File: src/verilog/rxf_consts.vh
// register offsets, field positions and reset values of the receive fifo register bank
`ifndef RXF_CONSTS_VH
`define RXF_CONSTS_VH
`define RXF_OFF_FIFO_SEL     8'h00
`define RXF_OFF_A_READ_IDX   8'h04
`define RXF_OFF_B_READ_IDX   8'h08
`define RXF_OFF_MID_VAL      8'h0c
`define RXF_OFF_MID_MSK      8'h10
`define RXF_OFF_FID_VAL      8'h14
`define RXF_OFF_FID_MSK      8'h18
`define RXF_OFF_RNG_CFG      8'h1c
`define RXF_OFF_RNG_CTL      8'h20
`define RXF_OFF_FIFO_GEOM    8'h24
`define RXF_OFF_FLAG_WR      8'h28
`define RXF_BIT_WSCOPE       15
`define RXF_BIT_BSEL         14
`define RXF_SEL_HI           13
`define RXF_SEL_LO           12
`define RXF_SID_HI           10
`define RXF_MODE_LO          8
`define RXF_FLAG_A_BIT       0
`define RXF_FLAG_B_BIT       1
`define RXF_GEOM_DEPTH_LO    8
`define RXF_GEOM_DEPTH_HI    15
`define RXF_ZERO8            8'h00
`define RXF_ZERO11           11'h000
`define RXF_ZERO16           16'h0000
`define RXF_ZERO32           32'h00000000
`define RXF_ONE8             8'h01
`define RXF_RESP_OKAY        2'b00
`define RXF_RESP_SLVERR      2'b10
`endif

File: src/verilog/rxf_read_ptr.v
// wrapping read pointer of one receive fifo
`include "rxf_consts.vh"
`default_nettype none
module rxf_read_ptr
(
   input  wire       clk,       // system clock
   input  wire       rst,       // synchronous reset
   input  wire [7:0] start_idx, // first header index of the fifo
   input  wire [7:0] depth,     // number of fifo entries
   input  wire       load,      // reload pointer from start index
   input  wire       advance,   // host acknowledged one entry
   output reg  [7:0] ptr_q      // header index of next entry
);
   reg  [7:0] ptr_d;
   wire [7:0] last_idx;
   assign last_idx = start_idx + depth - `RXF_ONE8;
   always @*
   begin
      ptr_d = ptr_q;
      if (load)
         ptr_d = start_idx;
      else if (advance)
      begin
         if (ptr_q == last_idx || depth == `RXF_ZERO8)
            ptr_d = start_idx;
         else
            ptr_d = ptr_q + `RXF_ONE8;
      end
   end
   always @(posedge clk)
   begin
      if (rst)
         ptr_q <= `RXF_ZERO8;
      else
         ptr_q <= ptr_d;
   end
endmodule
`default_nettype wire

File: src/verilog/rxf_mask_match.v
// masked identifier comparison
`include "rxf_consts.vh"
`default_nettype none
module rxf_mask_match
(
   input  wire [15:0] ident,   // identifier under test
   input  wire [15:0] value,   // filter value
   input  wire [15:0] mask,    // filter mask, 1 = compare
   output wire        hit      // identifier matches
);
   assign hit = ((ident ^ value) & mask) == `RXF_ZERO16;
endmodule
`default_nettype wire

File: src/verilog/rxf_regs.v
// receive fifo read index and filter register bank with axi4-lite slave
`include "rxf_consts.vh"
`default_nettype none
module rxf_regs
(
   input  wire        core_clk,      // system clock
   input  wire        rst,           // synchronous reset, active high
   input  wire [7:0]  s_axi_awaddr,  // write address
   input  wire        s_axi_awvalid, // write address valid
   output reg         s_axi_awready, // write address ready
   input  wire [31:0] s_axi_wdata,   // write data
   input  wire [3:0]  s_axi_wstrb,   // write byte strobes
   input  wire        s_axi_wvalid,  // write data valid
   output reg         s_axi_wready,  // write data ready
   output reg  [1:0]  s_axi_bresp,   // write response
   output reg         s_axi_bvalid,  // write response valid
   input  wire        s_axi_bready,  // write response ready
   input  wire [7:0]  s_axi_araddr,  // read address
   input  wire        s_axi_arvalid, // read address valid
   output reg         s_axi_arready, // read address ready
   output reg  [31:0] s_axi_rdata,   // read data
   output reg  [1:0]  s_axi_rresp,   // read response
   output reg         s_axi_rvalid,  // read response valid
   input  wire        s_axi_rready,  // read response ready
   input  wire [15:0] msg_id,        // message id to test
   input  wire [10:0] frame_id,      // frame id to test
   output reg         msgid_hit_q,   // message id accepted, selected fifo
   output reg         frameid_rej_q, // frame id rejected, selected fifo
   output reg  [3:0]  range_hit_q    // frame id inside range n, enabled only
);
   // write address / data capture
   reg        aw_have_q;
   reg [7:0]  aw_addr_q;
   reg        w_have_q;
   reg [31:0] w_data_q;
   reg [3:0]  w_strb_q;
   // registers
   reg        fifo_sel_q;
   reg [15:0] geom_q [0:1];
   reg [15:0] mid_val_q [0:1];
   reg [15:0] mid_msk_q [0:1];
   reg [10:0] fid_val_q [0:1];
   reg [10:0] fid_msk_q [0:1];
   reg [15:0] rng_cfg_q [0:1];
   reg [7:0]  rng_ctl_q [0:1];
   reg [10:0] lo_bound_q [0:7];
   reg [10:0] hi_bound_q [0:7];
   wire [7:0] ptr_a;
   wire [7:0] ptr_b;
   wire       wr_go;
   wire       rd_go;
   wire [31:0] wd;
   wire [2:0] bidx;
   wire       mid_hit;
   wire       fid_hit;
   wire [31:0] geom_m;
   wire [31:0] mid_val_m;
   wire [31:0] mid_msk_m;
   wire [31:0] fid_val_m;
   wire [31:0] fid_msk_m;
   reg  [1:0] geom_load_q;
   integer    i;
   integer    j;

   // byte-lane merge of old word and new data
   function [31:0] merge;
      input [31:0] old;
      input [31:0] nw;
      input [3:0]  strb;
      integer k;
      begin
         for (k = 0; k < 4; k = k + 1)
            merge[k*8 +: 8] = strb[k] ? nw[k*8 +: 8] : old[k*8 +: 8];
      end
   endfunction

   // offset decode, used by write and read paths
   function mapped;
      input [7:0] a;
      begin
         case (a)
            `RXF_OFF_FIFO_SEL, `RXF_OFF_A_READ_IDX, `RXF_OFF_B_READ_IDX,
            `RXF_OFF_MID_VAL, `RXF_OFF_MID_MSK, `RXF_OFF_FID_VAL,
            `RXF_OFF_FID_MSK, `RXF_OFF_RNG_CFG, `RXF_OFF_RNG_CTL,
            `RXF_OFF_FIFO_GEOM, `RXF_OFF_FLAG_WR:
               mapped = 1'b1;
            default:
               mapped = 1'b0;
         endcase
      end
   endfunction

   assign wr_go = aw_have_q && w_have_q && !s_axi_bvalid;
   assign rd_go = s_axi_arvalid && s_axi_arready;
   assign wd    = w_data_q;
   assign bidx  = {fifo_sel_q, wd[`RXF_SEL_HI:`RXF_SEL_LO]};

   // new register words after byte-lane merge
   assign geom_m    = merge({16'h0000, geom_q[fifo_sel_q]}, wd, w_strb_q);
   assign mid_val_m = merge({16'h0000, mid_val_q[fifo_sel_q]}, wd, w_strb_q);
   assign mid_msk_m = merge({16'h0000, mid_msk_q[fifo_sel_q]}, wd, w_strb_q);
   assign fid_val_m = merge({21'h000000, fid_val_q[fifo_sel_q]}, wd, w_strb_q);
   assign fid_msk_m = merge({21'h000000, fid_msk_q[fifo_sel_q]}, wd, w_strb_q);

   // pointer reload waits one cycle so it sees the new start index
   always @(posedge core_clk)
   begin
      if (rst)
         geom_load_q <= 2'b00;
      else
      begin
         geom_load_q[0] <= wr_go && aw_addr_q == `RXF_OFF_FIFO_GEOM && !fifo_sel_q;
         geom_load_q[1] <= wr_go && aw_addr_q == `RXF_OFF_FIFO_GEOM && fifo_sel_q;
      end
   end

   rxf_read_ptr u_ptr_a
   (
      .clk       (core_clk),
      .rst       (rst),
      .start_idx (geom_q[0][7:0]),
      .depth     (geom_q[0][`RXF_GEOM_DEPTH_HI:`RXF_GEOM_DEPTH_LO]),
      .load      (geom_load_q[0]),
      .advance   (wr_go && aw_addr_q == `RXF_OFF_FLAG_WR && w_strb_q[0]
                  && wd[`RXF_FLAG_A_BIT]),
      .ptr_q     (ptr_a)
   );

   rxf_read_ptr u_ptr_b
   (
      .clk       (core_clk),
      .rst       (rst),
      .start_idx (geom_q[1][7:0]),
      .depth     (geom_q[1][`RXF_GEOM_DEPTH_HI:`RXF_GEOM_DEPTH_LO]),
      .load      (geom_load_q[1]),
      .advance   (wr_go && aw_addr_q == `RXF_OFF_FLAG_WR && w_strb_q[0]
                  && wd[`RXF_FLAG_B_BIT]),
      .ptr_q     (ptr_b)
   );

   rxf_mask_match u_mid
   (
      .ident (msg_id),
      .value (mid_val_q[fifo_sel_q]),
      .mask  (mid_msk_q[fifo_sel_q]),
      .hit   (mid_hit)
   );

   rxf_mask_match u_fid
   (
      .ident ({5'h00, frame_id}),
      .value ({5'h00, fid_val_q[fifo_sel_q]}),
      .mask  ({5'h00, fid_msk_q[fifo_sel_q]}),
      .hit   (fid_hit)
   );

   // axi handshakes
   always @(posedge core_clk)
   begin
      if (rst)
      begin
         aw_have_q     <= 1'b0;
         aw_addr_q     <= `RXF_ZERO8;
         w_have_q      <= 1'b0;
         w_data_q      <= `RXF_ZERO32;
         w_strb_q      <= 4'h0;
         s_axi_awready <= 1'b0;
         s_axi_wready  <= 1'b0;
         s_axi_bvalid  <= 1'b0;
         s_axi_bresp   <= `RXF_RESP_OKAY;
         s_axi_arready <= 1'b0;
         s_axi_rvalid  <= 1'b0;
         s_axi_rresp   <= `RXF_RESP_OKAY;
      end
      else
      begin
         s_axi_awready <= !aw_have_q && !s_axi_awready && s_axi_awvalid;
         s_axi_wready  <= !w_have_q && !s_axi_wready && s_axi_wvalid;
         if (s_axi_awvalid && s_axi_awready)
         begin
            aw_have_q <= 1'b1;
            aw_addr_q <= s_axi_awaddr;
         end
         if (s_axi_wvalid && s_axi_wready)
         begin
            w_have_q <= 1'b1;
            w_data_q <= s_axi_wdata;
            w_strb_q <= s_axi_wstrb;
         end
         if (wr_go)
         begin
            aw_have_q    <= 1'b0;
            w_have_q     <= 1'b0;
            s_axi_bvalid <= 1'b1;
            s_axi_bresp  <= mapped(aw_addr_q) ? `RXF_RESP_OKAY : `RXF_RESP_SLVERR;
         end
         else if (s_axi_bvalid && s_axi_bready)
            s_axi_bvalid <= 1'b0;
         s_axi_arready <= !s_axi_arready && !s_axi_rvalid && s_axi_arvalid;
         if (rd_go)
         begin
            s_axi_rvalid <= 1'b1;
            s_axi_rresp  <= mapped(s_axi_araddr) ? `RXF_RESP_OKAY : `RXF_RESP_SLVERR;
         end
         else if (s_axi_rvalid && s_axi_rready)
            s_axi_rvalid <= 1'b0;
      end
   end

   // register writes
   always @(posedge core_clk)
   begin
      if (rst)
      begin
         fifo_sel_q <= 1'b0;
         for (i = 0; i < 2; i = i + 1)
         begin
            geom_q[i]    <= `RXF_ZERO16;
            mid_val_q[i] <= `RXF_ZERO16;
            mid_msk_q[i] <= `RXF_ZERO16;
            fid_val_q[i] <= `RXF_ZERO11;
            fid_msk_q[i] <= `RXF_ZERO11;
            rng_cfg_q[i] <= `RXF_ZERO16;
            rng_ctl_q[i] <= `RXF_ZERO8;
         end
         for (i = 0; i < 8; i = i + 1)
         begin
            lo_bound_q[i] <= `RXF_ZERO11;
            hi_bound_q[i] <= `RXF_ZERO11;
         end
      end
      else if (wr_go)
      begin
         case (aw_addr_q)
            `RXF_OFF_FIFO_SEL:
               if (w_strb_q[0])
                  fifo_sel_q <= wd[0];
            `RXF_OFF_FIFO_GEOM:
               geom_q[fifo_sel_q] <= geom_m[15:0];
            `RXF_OFF_MID_VAL:
               mid_val_q[fifo_sel_q] <= mid_val_m[15:0];
            `RXF_OFF_MID_MSK:
               mid_msk_q[fifo_sel_q] <= mid_msk_m[15:0];
            `RXF_OFF_FID_VAL:
               fid_val_q[fifo_sel_q] <= fid_val_m[`RXF_SID_HI:0];
            `RXF_OFF_FID_MSK:
               fid_msk_q[fifo_sel_q] <= fid_msk_m[`RXF_SID_HI:0];
            `RXF_OFF_RNG_CFG:
               if (w_strb_q[1])
               begin
                  rng_cfg_q[fifo_sel_q] <= {wd[15:12], 1'b0, wd[10:0]};
                  if (!wd[`RXF_BIT_WSCOPE] && w_strb_q[0])
                  begin
                     if (wd[`RXF_BIT_BSEL])
                        hi_bound_q[bidx] <= wd[`RXF_SID_HI:0];
                     else
                        lo_bound_q[bidx] <= wd[`RXF_SID_HI:0];
                  end
               end
            `RXF_OFF_RNG_CTL:
               rng_ctl_q[fifo_sel_q] <= {wd[11:8] & {4{w_strb_q[1]}},
                                         wd[3:0] & {4{w_strb_q[0]}}} |
                                        {rng_ctl_q[fifo_sel_q][7:4] & {4{!w_strb_q[1]}},
                                         rng_ctl_q[fifo_sel_q][3:0] & {4{!w_strb_q[0]}}};
            default:
               fifo_sel_q <= fifo_sel_q;
         endcase
      end
   end

   // read data
   always @(posedge core_clk)
   begin
      if (rst)
         s_axi_rdata <= `RXF_ZERO32;
      else if (rd_go)
      begin
         case (s_axi_araddr)
            `RXF_OFF_FIFO_SEL:   s_axi_rdata <= {31'h00000000, fifo_sel_q};
            `RXF_OFF_A_READ_IDX: s_axi_rdata <= {24'h000000, ptr_a};
            `RXF_OFF_B_READ_IDX: s_axi_rdata <= {24'h000000, ptr_b};
            `RXF_OFF_MID_VAL:    s_axi_rdata <= {16'h0000, mid_val_q[fifo_sel_q]};
            `RXF_OFF_MID_MSK:    s_axi_rdata <= {16'h0000, mid_msk_q[fifo_sel_q]};
            `RXF_OFF_FID_VAL:    s_axi_rdata <= {21'h000000, fid_val_q[fifo_sel_q]};
            `RXF_OFF_FID_MSK:    s_axi_rdata <= {21'h000000, fid_msk_q[fifo_sel_q]};
            `RXF_OFF_RNG_CFG:
               s_axi_rdata <= {16'h0000, rng_cfg_q[fifo_sel_q][15:11],
                               rng_cfg_q[fifo_sel_q][14] ?
                               hi_bound_q[{fifo_sel_q, rng_cfg_q[fifo_sel_q][13:12]}] :
                               lo_bound_q[{fifo_sel_q, rng_cfg_q[fifo_sel_q][13:12]}]};
            `RXF_OFF_RNG_CTL:
               s_axi_rdata <= {20'h00000, rng_ctl_q[fifo_sel_q][7:4], 4'h0,
                               rng_ctl_q[fifo_sel_q][3:0]};
            `RXF_OFF_FIFO_GEOM:  s_axi_rdata <= {16'h0000, geom_q[fifo_sel_q]};
            default:             s_axi_rdata <= `RXF_ZERO32;
         endcase
      end
   end

   // filter results for the selected fifo
   always @(posedge core_clk)
   begin
      if (rst)
      begin
         msgid_hit_q   <= 1'b0;
         frameid_rej_q <= 1'b0;
         range_hit_q   <= 4'h0;
      end
      else
      begin
         msgid_hit_q   <= mid_hit;
         frameid_rej_q <= fid_hit;
         for (j = 0; j < 4; j = j + 1)
            range_hit_q[j] <= rng_ctl_q[fifo_sel_q][j]
                              && frame_id >= lo_bound_q[{fifo_sel_q, j[1:0]}]
                              && frame_id <= hi_bound_q[{fifo_sel_q, j[1:0]}];
      end
   end
endmodule
`default_nettype wire

File: config.mk
export PLATFORM = sky130hd
export DESIGN_NAME = rxf_regs
export DESIGN_NICKNAME = d
export VERILOG_FILES = /design/src/verilog/rxf_read_ptr.v /design/src/verilog/rxf_mask_match.v /design/src/verilog/rxf_regs.v
export VERILOG_INCLUDE_DIRS = /design/src /design/src/verilog
export SDC_FILE = /design/constraint.sdc
export NUM_CORES = 1
export LEC_CHECK = 0
export ABC_CLOCK_PERIOD_IN_PS = 3300
export BUFFER_PORTS_ARGS = -buffer_cell sky130_fd_sc_hd__buf_2
export CORE_MARGIN = 3
export CORE_UTILIZATION = 49
export DETAILED_ROUTE_END_ITERATION = 12
export GPL_TIMING_DRIVEN = 0
export PLACE_DENSITY = 0.76
export SLEW_MARGIN = 30
export SYNTH_ARGS = -nofsm -noshare
export SYNTH_HDL_FRONTEND = slang
export SYNTH_SLANG_ARGS = --single-unit
File: constraint.sdc
create_clock -name core_clk -period 3.3 [get_ports core_clk]
set_input_delay 0.33 -clock core_clk [delete_from_list [all_inputs] [get_ports core_clk]]
set_output_delay 0.33 -clock core_clk [all_outputs]
set_load 0.005 [all_outputs]
; ---- Word-level counts from Yosys, hierarchy flattened
; Memories as Yosys holds them, arrays and structs flattened. A register that Yosys moved wholly into a read port is not among the register bits.
; Cells that the tools add are included.
[word_totals]
register_bits = 94
ramBits = 362
in_bits = 86
out_inout_bits = 47
elab_cells = 271
n_memories = 9
[classes]
n_addsub = 6
n_lt_le_gt_ge = 8
n_eq_ne = 22
n_mux = 132
n_bitwise = 9
n_reduce_logical = 65
[mem_list]
columns = memory, words, word_bits, rd, rd_clocked_by_memory_dff, wr, line
row1 = hi_bound_q, 8, 11, 5, 4, 8, rxf_regs.v:47  ; reg [10:0] hi_bound_q [0:7];
row2 = lo_bound_q, 8, 11, 5, 4, 8, rxf_regs.v:46  ; reg [10:0] lo_bound_q [0:7];
row3 = geom_q, 2, 16, 3, 1, 2, rxf_regs.v:39  ; reg [15:0] geom_q [0:1];
row4 = mid_msk_q, 2, 16, 1, 1, 2, rxf_regs.v:41  ; reg [15:0] mid_msk_q [0:1];
row5 = mid_val_q, 2, 16, 1, 1, 2, rxf_regs.v:40  ; reg [15:0] mid_val_q [0:1];
row6 = rng_cfg_q, 2, 15, 1, 1, 2, rxf_regs.v:44  ; reg [15:0] rng_cfg_q [0:1];
row7 = +3 memories, --, --, --, --, --, --
[ops]
columns = cell, count
row1 = 16-bit case mux with 10 select lines, 1
row2 = 8-bit two-way mux, 15
row3 = 1-bit two-way mux, 85
row4 = 11-bit OR reduction, 6
row5 = 8-bit by 5-bit equality test with 1-bit output (second input constant), 8
row6 = 3-bit two-way mux, 20
row7 = 11-bit two-way mux, 5
row8 = 8-bit by 6-bit equality test with 1-bit output (second input constant), 6
row9 = 16-bit two-way mux, 3
row10 = 16-bit OR reduction, 3
row11 = 11-bit >= comparator, 4
row12 = 11-bit less-or-equal comparator, 4
row13 = 8-bit by 4-bit equality test with 1-bit output (second input constant), 4
row14 = 16-bit logical NOT, 2
row15 = 8-bit logical NOT, 4
row16 = 1-bit logical AND, 29
row17 = 8-bit by 1-bit adder with 8-bit output (second input constant), 2
row18 = 8-bit adder, 2
row19 = 16-bit by 11-bit AND with 16-bit output, 1
row20 = 16-bit AND, 1
row21 = 4-bit AND, 4
row22 = 8-bit by 3-bit equality test with 1-bit output (second input constant), 2
row23 = 8-bit equality test, 2
row24 = 8-bit by 1-bit subtractor with 8-bit output (second input constant), 2
row25 = 12 further kinds, 27

; ---- Longest topological paths before layout
; Gate-level depths: netlist of the first run.
[depth]
ltp_word = 10
depth_mapped = 15

; ---- By module
; From an unflattened synthesis of the first run, not the netlist that was laid out.
[unflattened]
hier_cells = 2351
hier_area_um2 = 24423.4
[by_module_without_submodules]
columns = module, instances, cells_each, area_per_inst_um2, seq_area_each_um2
row1 = rxf_regs, 1, 2002, 21709.6, 11431.0
row2 = rxf_read_ptr (u_ptr_a), 1, 148, 1154.9, 160.2
row3 = rxf_read_ptr (u_ptr_b), 1, 147, 1126.1, 160.2
row4 = rxf_mask_match, 2, 27, 216.5, 0.0

; ---- Least setup slack after synthesis of the first run
; OpenSTA, ideal clock, no wires.
[synth_path]
path_kind = register to register
from = reg (tool-made name)
to = reg range_hit_q[3]
arrival_time_ps = 3194
required_time_ps = 3214
setup_slack_ps = 20
path_stages_with_launch = 15
cell_sequence = dfxtp_1 -> buf_2 -> buf_2 -> buf_2 -> buf_2 -> clkbuf_1 -> buf_2 -> mux2i_1 -> ha_1 -> a21oi_1 -> nor2b_1 -> a2111oi_0 -> a221o_1 -> a31oi_1 -> a211oi_1
[synth_rtl]
columns = item, line
row1 = end signal: indexed assignment, rxf_regs.v:314  ; range_hit_q[j] <= rng_ctl_q[fifo_sel_q][j]
row2 = end: declaration, rxf_regs.v:29  ; output reg [3:0] range_hit_q

==> summary.md, run 1 <==
| Metric | Value |
|---|---|
| Outcome | `completed` |
| Largest net degree at the start of global routing | `20` |
| Crit path launch type | `register` |
| Max Slew Vio Count | `0` |
| CTS tree | `yes` |
| Crit-path max FO | `10` |
| Layout cells sized above 1 | `0.1506` |
| Crit path max-delay cell type | `clkbuf_1` |
| Tcrit/Tclk final | `0.9912` |
| FF/Latch Area | `0.01175 mm²` |
| CP Data Required Time | `3.73 ns` |
| Crit path largest cell delay | `0.74 ns` |
| Global Route Usage Sum | `0.3078` |
| Crit path buf inv count | `3` |
| Initial antenna violation count | `4` |
| Post-synth top area share | `0.4231` |
| Hold Crit Class | `in -> reg` |
| Post-synthesis xor/xnor area fraction | `0.02167` |
| Post-Route WL | `82.59 mm` |
| Leading area contributor after synthesis | `edfxtp_1` |
| Synth Area in Adders | `0.06181` |
| Global-route wire length before repair | `119.2 mm` |
| RSZ-0062 raised after global routing | `yes` |
| Synth cell types | `85` |
| Post-Synthesis Cells | `2230` |
| Final core utilization | `0.5710` |
| Critical Path Stages | `9` |
| Reg-to-reg slack, setup | `0.03 ns` |
| Maxcap violations | `0` |
| DRC viols | `0` |
| Chip height | `227.9 µm` |
| IO Pins | `133` |
| Syn. warnings | `0` |
| CTS Buffer Depth | `3` |
| VDD IR-drop max | `0.3602 mV` |
| Simple logic cell fraction of the synthesized area | `0.1597` |
| Antenna Nets Post-Route | `0` |
| Port bufs | `92` |
| Via Count | `19640` |
| Top cells by area, synth | `edfxtp_1 (42%), mux2i_1 (8.1%), dfxtp_1 (6.4%), ha_1 (6.0%), and2_1 (4.8%)` |
| Mux share of post-synthesis cell area | `0.1276` |
| Crit-path cells | `clkbuf_4, buf_8, clkbuf_1, mux2i_1, o22ai_1, a21oi_1, nor2_1, a2111oi_2, o21ai_0` |
| Fmax | `305.7 MHz` |
| Final setup vio count | `0` |
| Commonest non-fill, non-tap cell in the layout | `edfxtp_1` |
| Final #Nets | `2615` |
| Compound-Gate Fraction of Synth Area | `0.1001` |
| Root Buffer | `clkbuf_16` |
| Die width | `227.9 µm` |
| CP top delay family | `buffers and inverters` |
| Gp weighted congestion | `1.041` |
| Avg Synthesized Cell Area | `10.82 µm²` |
| Combinational family with the most area after synthesis | `simple AND/OR/NAND/NOR gates` |
| Crit path time final | `3.271 ns` |
| Worst r2r path cells | `9` |
| Ys flop type | `edfxtp_1` |
| Crit path capture | `s_axi_rdata[5]` |
| DR WL/cell | `26.63 µm` |
| Fin Clk Skew | `0.02099 ns` |
| # fillers | `3960` |
| Worst Hold Margin | `0.01552 ns` |
| CTS clk-pin slew, worst paths | `0.06 ns` |
| CTS buffer count | `44` |
| Async SR Flop Fraction | `0` |
| Relative slew slack | `0.2867` |
| Htree depth | `2` |
| Num Clock Sinks | `417` |
| Multi-input logic area | `0.01161 mm²` |
| FF-to-FF End | `s_axi_rdata[5]` |
| Drt initial violations | `2873` |
| Placed cell area | `0.02562 mm²` |
| Vias in the first global route | `19090` |
| Layout area overhead | `13.93%` |
| Final instance area | `0.02749 mm²` |
| Least-Margin Pin Slew | `1.061 ns` |
| Die ar. | `0.05194 mm²` |
| Mapped Area | `0.02413 mm²` |
| Critical Setup Path Class | `reg -> reg` |
| Skew-Pair Late Insertion Delay | `0.58 ns` |
| Leak Pwr | `10.42 nW` |
| Vias/cell | `6.330` |
| CP Data Arrival Time | `3.70 ns` |
| Sequential share of the synthesized area | `0.4870` |
| Core area | `0.04815 mm²` |
| Pre-antenna DRT Iters | `7` |
| Final TNS setup | `0 ns` |
| Rows | `80` |
| Fin. Hold Viols | `0` |
| Crit end category | `register` |
| HPWL after DPL | `61.16 mm` |
| Starting Density | `0.5012` |
| Most frequent cells in the layout | `edfxtp_1 (340), nor2_1 (225), mux2i_1 (195)` |
| Register bit total from synthesis | `417` |
| Post-synth EDFFs | `340` |
| Tot Pwr | `0.01230 W` |
| P per Cell Area | `447.3 mW/mm²` |
| Total grt overflow | `0` |
==> final cells by class <==
type                       instances  area share
sequential                       417      0.4275
multi-input combinational       1604      0.4225
clock buffer                      64     0.04683
buffer                           142     0.03031
tap                              656     0.02986
timing repair buffer             121     0.02699
inverter                          81     0.01106
clock inverter                    15    0.004824
antenna                            2   0.0001820
==> synth_stat cells (all sizes together), types with 6 or more instances <==
cell and n:
a2111oi 6, a211oi 12, a21o 10, a21oi 77, a222oi 10, a22oi 29, a31oi 16, a41oi 8
and2 186, and3 7, buf 62, clkbuf 83, dfxtp 77, edfxtp 340, ha 116, inv 81
mux2 54, mux2i 197, mux4 22, nand2 142, nand2b 40, nand3 39, nand4 19, nor2 225
nor2b 11, nor3 23, nor4 16, nor4b 12, o211ai 7, o21a 18, o21ai 138, o22ai 21
or2 7, xnor2 32, xor2 25
==> power by group <==
part / internal (W) / total (W) / switching, W
clock: 0.00286 / 0.00500 / 0.00214
combinational: 0.000484 / 0.00131 / 0.000828
sequential: 0.00585 / 0.00598 / 0.000139
total: 0.00919 / 0.0123 / 0.00311
==> layer usage <==
metal  global-route usage  up-vias  share of wire  wire length [µm]
met2               0.4727     1349           0.44             36210
met4               0.1575        4          0.058              4753
met1               0.3998     9535           0.37             30870
li1                     -     8466              -                 -
met5                    0        -        0.00033                27
met3              0.08658      282           0.13             10740
==> logic make-up after synthesis <==
| kind of cell | Yosys count |
|---|---|
| simple gates | 753 |
| other cells | 1 |
| flops | 417 |
| mux | 273 |
| fa+ha+maj | 118 |
| buf+inv | 226 |
| compound gates | 384 |
| xor+xnor | 58 |
==> flip-flops by register name, summed over array words and instances, names as in the netlist, 2 cells and up, named ones only <==
name           cells
hi_bound_q        88
range_hit_q        4
lo_bound_q        88
u_ptr_a.ptr_q      8
fid_val_q         22
geom_load_q        2
u_ptr_b.ptr_q      8
rng_ctl_q         16
mid_val_q         32
mid_msk_q         32
s_axi_rdata       16
aw_addr_q          8
w_strb_q           2
rng_cfg_q          8
fid_msk_q         22
w_data_q          16
geom_q            32
==> worst min path at each step <==
stage | from | depth (start not counted) | end
finish | s_axi_wdata[4] | 3 | w_data_q[4]
global route | s_axi_wdata[15] | 3 | w_data_q[15]
CTS | s_axi_wdata[4] | 3 | w_data_q[4]
detailed placement | s_axi_rvalid | 1 | s_axi_arready
global placement | s_axi_rvalid | 1 | s_axi_arready
floorplan | w_data_q[11] | 2 | w_data_q[11]
==> through the flow <==
step,worst slack [ns],std cells
CTS,-0.08792,3092
global route,-0.002236,3101
global placement,-1.929,2995
detailed placement,-2.028,3005
floorplan,0.02003,2247
finish,0.02916,3102
==> timing repair <==
| item | in CTS | in global routing |
|---|---|---|
| pin swaps | 2 | 7 |
| endpoints found under the hold margin | 9 | 0 |
| hold buffers | 9 | 0 |
| setup endpoints to repair | 24 | 63 |
| gates cloned | 0 | 1 |
| resized for setup | 42 | 25 |
| buffers inserted | 1 | 8 |
==> worst min-delay path, delay by kind of cell <==
kind                   cells  cell delay (ns)
AO/OA/AOI/OAI              1             0.05
AND/OR/NAND/NOR            1             0.05
buffers and inverters      1             0.11
Power figures use the tool's default switching activity.
==> inputs of run 2 (changes only) <==
- GPL_TIMING_DRIVEN: 0 -> not set
==> summary.md, run 2 (synthesis results as in run 1) <==
| Metric | Value |
|---|---|
| FF/Latch Area | `0.01176 mm²` |
| Crit path largest cell delay | `0.47 ns` |
| Reg-to-reg slack, setup | `0.19 ns` |
| Reg2Reg Launch Point | `geom_q[0][1]` |
| CP Data Arrival Time | `3.62 ns` |
| FF-to-FF End | `u_ptr_a.ptr_q[2]` |
| Starting Density | `0.5012` |
| Final #Nets | `2577` |
| Post-Route WL | `74.66 mm` |
| Vias in the first global route | `18230` |
| HPWL after DPL | `53.98 mm` |
| Core area | `0.04815 mm²` |
| # fillers | `4019` |
| Non-Filler Instances | `3066` |
| Die ar. | `0.05194 mm²` |
| Critical Path Stages | `12` |
| Layout area overhead | `13.82%` |
| Initial antenna violation count | `5` |
| Least-Margin Pin Slew | `0.7870 ns` |
| Commonest non-fill, non-tap cell in the layout | `edfxtp_1` |
| Hold Path Origin | `s_axi_awaddr[0]` |
| Antenna Nets Post-Route | `0` |
| Total grt overflow | `0` |
| Relative slew slack | `0.4741` |
| Hold Crit Class | `in -> reg` |
| Vias/cell | `6.109` |
| P per Cell Area | `457.4 mW/mm²` |
| Gp weighted congestion | `0.9709` |
| CTS clk-pin slew, worst paths | `0.06 ns` |
| CTS tree | `yes` |
| CP top delay family | `adder cells` |
| Fin. Hold Viols | `0` |
| Root Buffer | `clkbuf_16` |
| Most frequent cells in the layout | `edfxtp_1 (340), nor2_1 (225), mux2i_1 (195)` |
| Multi-input logic area | `0.01146 mm²` |
| IO Pins | `133` |
| Crit path max-delay cell type | `fa_1` |
| Layout cells sized above 1 | `0.1585` |
| Crit path time final | `3.110 ns` |
| Final core utilization | `0.5704` |
| Crit end category | `register` |
| Global-route wire length before repair | `110.3 mm` |
| RSZ-0062 raised after global routing | `no` |
| Chip height | `227.9 µm` |
| Leak Pwr | `10.54 nW` |
| CP Data Required Time | `3.81 ns` |
| Worst r2r path cells | `12` |
| Max Slew Vio Count | `0` |
| DR WL/cell | `24.35 µm` |
| Outcome | `completed` |
| Biggest regs | `hi_bound_q x88, lo_bound_q x88` |
| Maxcap violations | `0` |
| Fmax | `321.5 MHz` |
| Crit path launch type | `register` |
| Crit-path max FO | `11` |
| Pre-antenna DRT Iters | `7` |
| Skew-Pair Late Insertion Delay | `0.62 ns` |
| Via Count | `18730` |
| DRC viols | `0` |
| Die width | `227.9 µm` |
| CTS Buffer Depth | `3` |
| Num Clock Sinks | `417` |
| # resized after CTS | `0` |
| Fin Clk Skew | `0.04689 ns` |
| Drt initial violations | `2211` |
| Tot Pwr | `0.01256 W` |
| CTS buffer count | `45` |
| Rows | `80` |
| Tcrit/Tclk final | `0.9424` |
| Crit-path cells | `inv_1, ha_1, inv_1, ha_1, fa_1, xnor2_1, xnor2_1, nor4_4, o211ai_4, o21a_1, or3_1, a31oi_1` |
| Largest net degree at the start of global routing | `69` |
| Worst Hold Margin | `0.01229 ns` |
| Final setup vio count | `0` |
| Worst Hold Path EP | `aw_addr_q[0]` |
| Critical Setup Path Class | `reg -> reg` |
| VDD IR-drop max | `0.3980 mV` |
| Crit path buf inv count | `2` |
| # placed instances | `2962` |
| Port bufs | `96` |
| Final TNS setup | `0 ns` |
| Global Route Usage Sum | `0.2776` |
| Hold depth | `3` |
| Ant diodes | `0` |
| Htree depth | `2` |
## run 2: what timing repair did
| item | CTS | global route |
|---|---|---|
| setup buffers | 0 | 0 |
| hold buffers | 20 | 0 |
| endpoints found under the setup margin | 0 | 0 |
| endpoints found under the hold margin | 20 | 0 |
## run 2: cell type report
class | count | share of cell area
sequential | 417 | 0.4280
inverter | 81 | 0.01107
multi-input combinational | 1604 | 0.4174
timing repair buffer | 224 | 0.05704
clock buffer | 61 | 0.04652
tap | 656 | 0.02989
clock inverter | 23 | 0.01002
## run 2: per-layer routing
layer  vias up  share of wire  track usage
li1       8387              -            -
met2       954           0.45       0.4393
met5         -        0.00039            0
met4         4          0.049       0.1241
met3       221           0.10      0.05501
met1      9165           0.40       0.3720
## run 2: metrics by stage
stage / setup slack [ns] / cell area (µm²)
floorplan: 0.02003 / 24190
CTS: 0.2038 / 27460
global route: 0.01935 / 27460
detailed placement: 0.1982 / 25700
global placement: 0.2572 / 25700
finish: 0.1900 / 27460
## run 2: worst reg2reg max path: stages, from the launching register on
cell and delay (ns):
edfxtp_1 0.37, inv_1 0.08, ha_1 0.28, inv_1 0.04
ha_1 0.23, fa_1 0.47, xnor2_1 0.15, xnor2_1 0.15
nor4_4 0.30, o211ai_4 0.12, o21a_1 0.32, or3_1 0.36
a31oi_1 0.16
## run 2: worst max path at each step
stage | from | end
final | geom_q[0][1] | u_ptr_a.ptr_q[2]
after detailed placement | geom_q[1][1] | u_ptr_b.ptr_q[0]
after global placement | geom_q[1][1] | u_ptr_b.ptr_q[0]
after floorplan | register | range_hit_q[3]
after global routing | geom_q[0][1] | u_ptr_a.ptr_q[2]
after CTS | geom_q[0][1] | u_ptr_a.ptr_q[2]
## run 2: report_power, final
| part | leakage [nW] | internal [W] | total (W) | switching, W |
|---|---|---|---|---|
| Sequential | 4.14 | 0.00584 | 0.00598 | 0.000137 |
| Combinational | 5.64 | 0.000485 | 0.00125 | 0.000764 |
| Clock | 0.759 | 0.00312 | 0.00533 | 0.00221 |
==> inputs of run 3 (changes only) <==
- CORE_UTILIZATION: 49 -> 55
- PLACE_DENSITY: 0.76 -> 0.83
- REMOVE_ABC_BUFFERS: not set -> 1
- TNS_END_PERCENT: not set -> 1
==> summary.md, run 3 (synthesis results as in run 1) <==
| Metric | Value |
|---|---|
| Layout area overhead | `11.95%` |
| IO Pins | `133` |
| CTS clk-pin slew, worst paths | `0.06 ns` |
| Reg2Reg Launch Point | `geom_q[1][1]` |
| Layout cells sized above 1 | `0.1500` |
| Port bufs | `96` |
| Root Buffer | `clkbuf_16` |
| Die ar. | `0.04642 mm²` |
| Crit-path cells | `inv_1, ha_1, inv_1, ha_1, fa_1, xor3_1, nor4_1, o2111ai_1, a21oi_4, a21oi_4, or3_1, a31oi_1` |
| VDD IR-drop max | `0.4751 mV` |
| Worst Setup SP | `geom_q[1][1]` |
| Worst r2r path cells | `12` |
| Critical Setup Path Class | `reg -> reg` |
| CP Data Arrival Time | `3.66 ns` |
| Outcome | `completed` |
| Setup Fix Bufs, Post-CTS | `0` |
| Drt initial violations | `2453` |
| Fin. Hold Viols | `0` |
| Rows | `76` |
| Final #Nets | `2549` |
| CP Data Required Time | `3.81 ns` |
| Leak Pwr | `10.35 nW` |
| Final core utilization | `0.6257` |
| Pre-antenna DRT Iters | `8` |
| Global Route Usage Sum | `0.3115` |
| Vias in the first global route | `18780` |
| Crit path max-delay cell type | `fa_1` |
| HPWL after DPL | `52.15 mm` |
| Crit path time final | `3.153 ns` |
| Logic pwr share | `0.101` |
| Chip height | `215.5 µm` |
| Biggest regs | `hi_bound_q x88, lo_bound_q x88` |
| Commonest non-fill, non-tap cell in the layout | `edfxtp_1` |
| Via Count | `19000` |
| Fmax | `317.2 MHz` |
| Core area | `0.04317 mm²` |
| Vias/cell | `6.409` |
| Worst Hold Margin | `0.02355 ns` |
| Crit end category | `register` |
| Final setup vio count | `0` |
| Starting Density | `0.5589` |
| Switching share of power | `0.2461` |
| DR WL/cell | `24.82 µm` |
| Reg-to-reg slack, setup | `0.15 ns` |
| Htree depth | `2` |
| Initial antenna violation count | `2` |
| Crit path largest cell delay | `0.46 ns` |
| Gp weighted congestion | `0.9717` |
| Die width | `215.5 µm` |
| P per Cell Area | `450.7 mW/mm²` |
| Antenna Nets Post-Route | `0` |
| Skew-Pair Late Insertion Delay | `0.58 ns` |
| Post-Route WL | `73.58 mm` |
| Worst slack, placed | `0.1346 ns` |
| Num Clock Sinks | `417` |
| Total grt overflow | `0` |
| CTS buffer count | `45` |
| Sequential share of power | `0.492` |
| Relative slew slack | `0.3311` |
| Least-Margin Pin Slew | `1.002 ns` |
| Largest net degree at the start of global routing | `54` |
| RSZ-0062 raised after global routing | `yes` |
| FF-to-FF End | `u_ptr_b.ptr_q[0]` |
| Non-Filler Instances | `2965` |
| CTS Buffer Depth | `3` |
| Fin worst setup slack | `0.1473 ns` |
| DRC viols | `0` |
| Most frequent cells in the layout | `edfxtp_1 (340), nor2_1 (225), mux2i_1 (195)` |
| # placed instances | `2873` |
| Max Slew Vio Count | `0` |
| Clock share of power | `0.407` |
| Crit-path max FO | `12` |
| Global-route wire length before repair | `110.6 mm` |
| Crit path launch type | `register` |
| Ant diodes | `0` |
| Cell Int Power | `0.009179 W` |
| Maxcap violations | `0` |
| Crit path capture | `u_ptr_b.ptr_q[0]` |
| Tcrit/Tclk final | `0.9554` |
| Psw | `0.002996 W` |
| Hold Crit Class | `in -> reg` |
| CTS tree | `yes` |
| Fin Clk Skew | `0.02673 ns` |
run 3: cell types whose count changed in the layout (fill, tap and decap cells not counted), sizes merged:
cell and delta:
bufinv -3, clkinvlp -3, buf -18, clkinv -2, dlygate4sd3 -10, clkbuf +4
inv +2
run 3: power groups by stage:
| stage | registers (W) | logic [W] | clock network [W] |
|---|---|---|---|
| finish | 0.00599 | 0.00123 | 0.00496 |
| global route | 0.00600 | 0.00133 | 0.00520 |
| CTS | 0.00598 | 0.00120 | 0.00498 |
| detailed placement | 0.00609 | 0.00118 | 0 |
| global placement | 0.00607 | 0.00114 | 0 |
| floorplan | 0.00605 | 0.000747 | 0 |
run 3: layer usage:
| layer | vias to the layer above | share of wire | GRT usage |
|---|---|---|---|
| li1 | 8331 | - | - |
| met1 | 9141 | 0.36 | 0.3918 |
| met2 | 1259 | 0.46 | 0.4973 |
| met3 | 271 | 0.12 | 0.07561 |
| met4 | 0 | 0.062 | 0.1736 |
| met5 | - | 0 | 0 |
run 3: critical path, delay by kind of cell (launching register included):
kind	cells	cell delay [ns]
xor+xnor	1	0.20
compound gates	4	0.70
simple gates	2	0.71
flops	1	0.42
fa+ha+maj	3	0.93
buf+inv	2	0.11
run 3: cell type report:
| class | count | area (µm²) |
|---|---|---|
| repair buffers | 196 | 1331 |
| clock inverters | 17 | 138.9 |
| inverters | 81 | 304.0 |
| multi-input cells | 1604 | 11460 |
| well taps | 585 | 732.0 |
| clock buffers | 65 | 1286 |
| fillers | 3337 | 16160 |
| flip-flops and latches | 417 | 11760 |
run 3: worst min-delay path by stage:
stage / start / endpoint / slack, ns / depth (start not counted)
floorplan: rst / aw_addr_q[0] / 0.40 / 1
global placement: s_axi_rvalid / s_axi_arready / 0.44 / 1
detailed placement: s_axi_rvalid / s_axi_arready / 0.44 / 1
CTS: s_axi_awaddr[1] / aw_addr_q[1] / 0.005 / 3
global route: s_axi_awaddr[3] / aw_addr_q[3] / 0.03 / 3
finish: s_axi_awaddr[1] / aw_addr_q[1] / 0.02 / 3
run 3: through the flow:
stage          area [µm²]  setup TNS, ns  power, W
3_5_place_dp        25480              0  0.007274
3_3_place_gp        25480              0  0.007211
5_1_grt             27010       -0.04889   0.01253
2_1_floorplan       23480        -636.89  0.006792
4_1_cts             27000              0   0.01216
6_report            27010              0   0.01218
run 3: repair_timing:
item	in CTS	in global routing
endpoints found under the setup margin	0	14
resized for setup	0	2
endpoints found under the hold margin	10	0
hold buffers	10	0
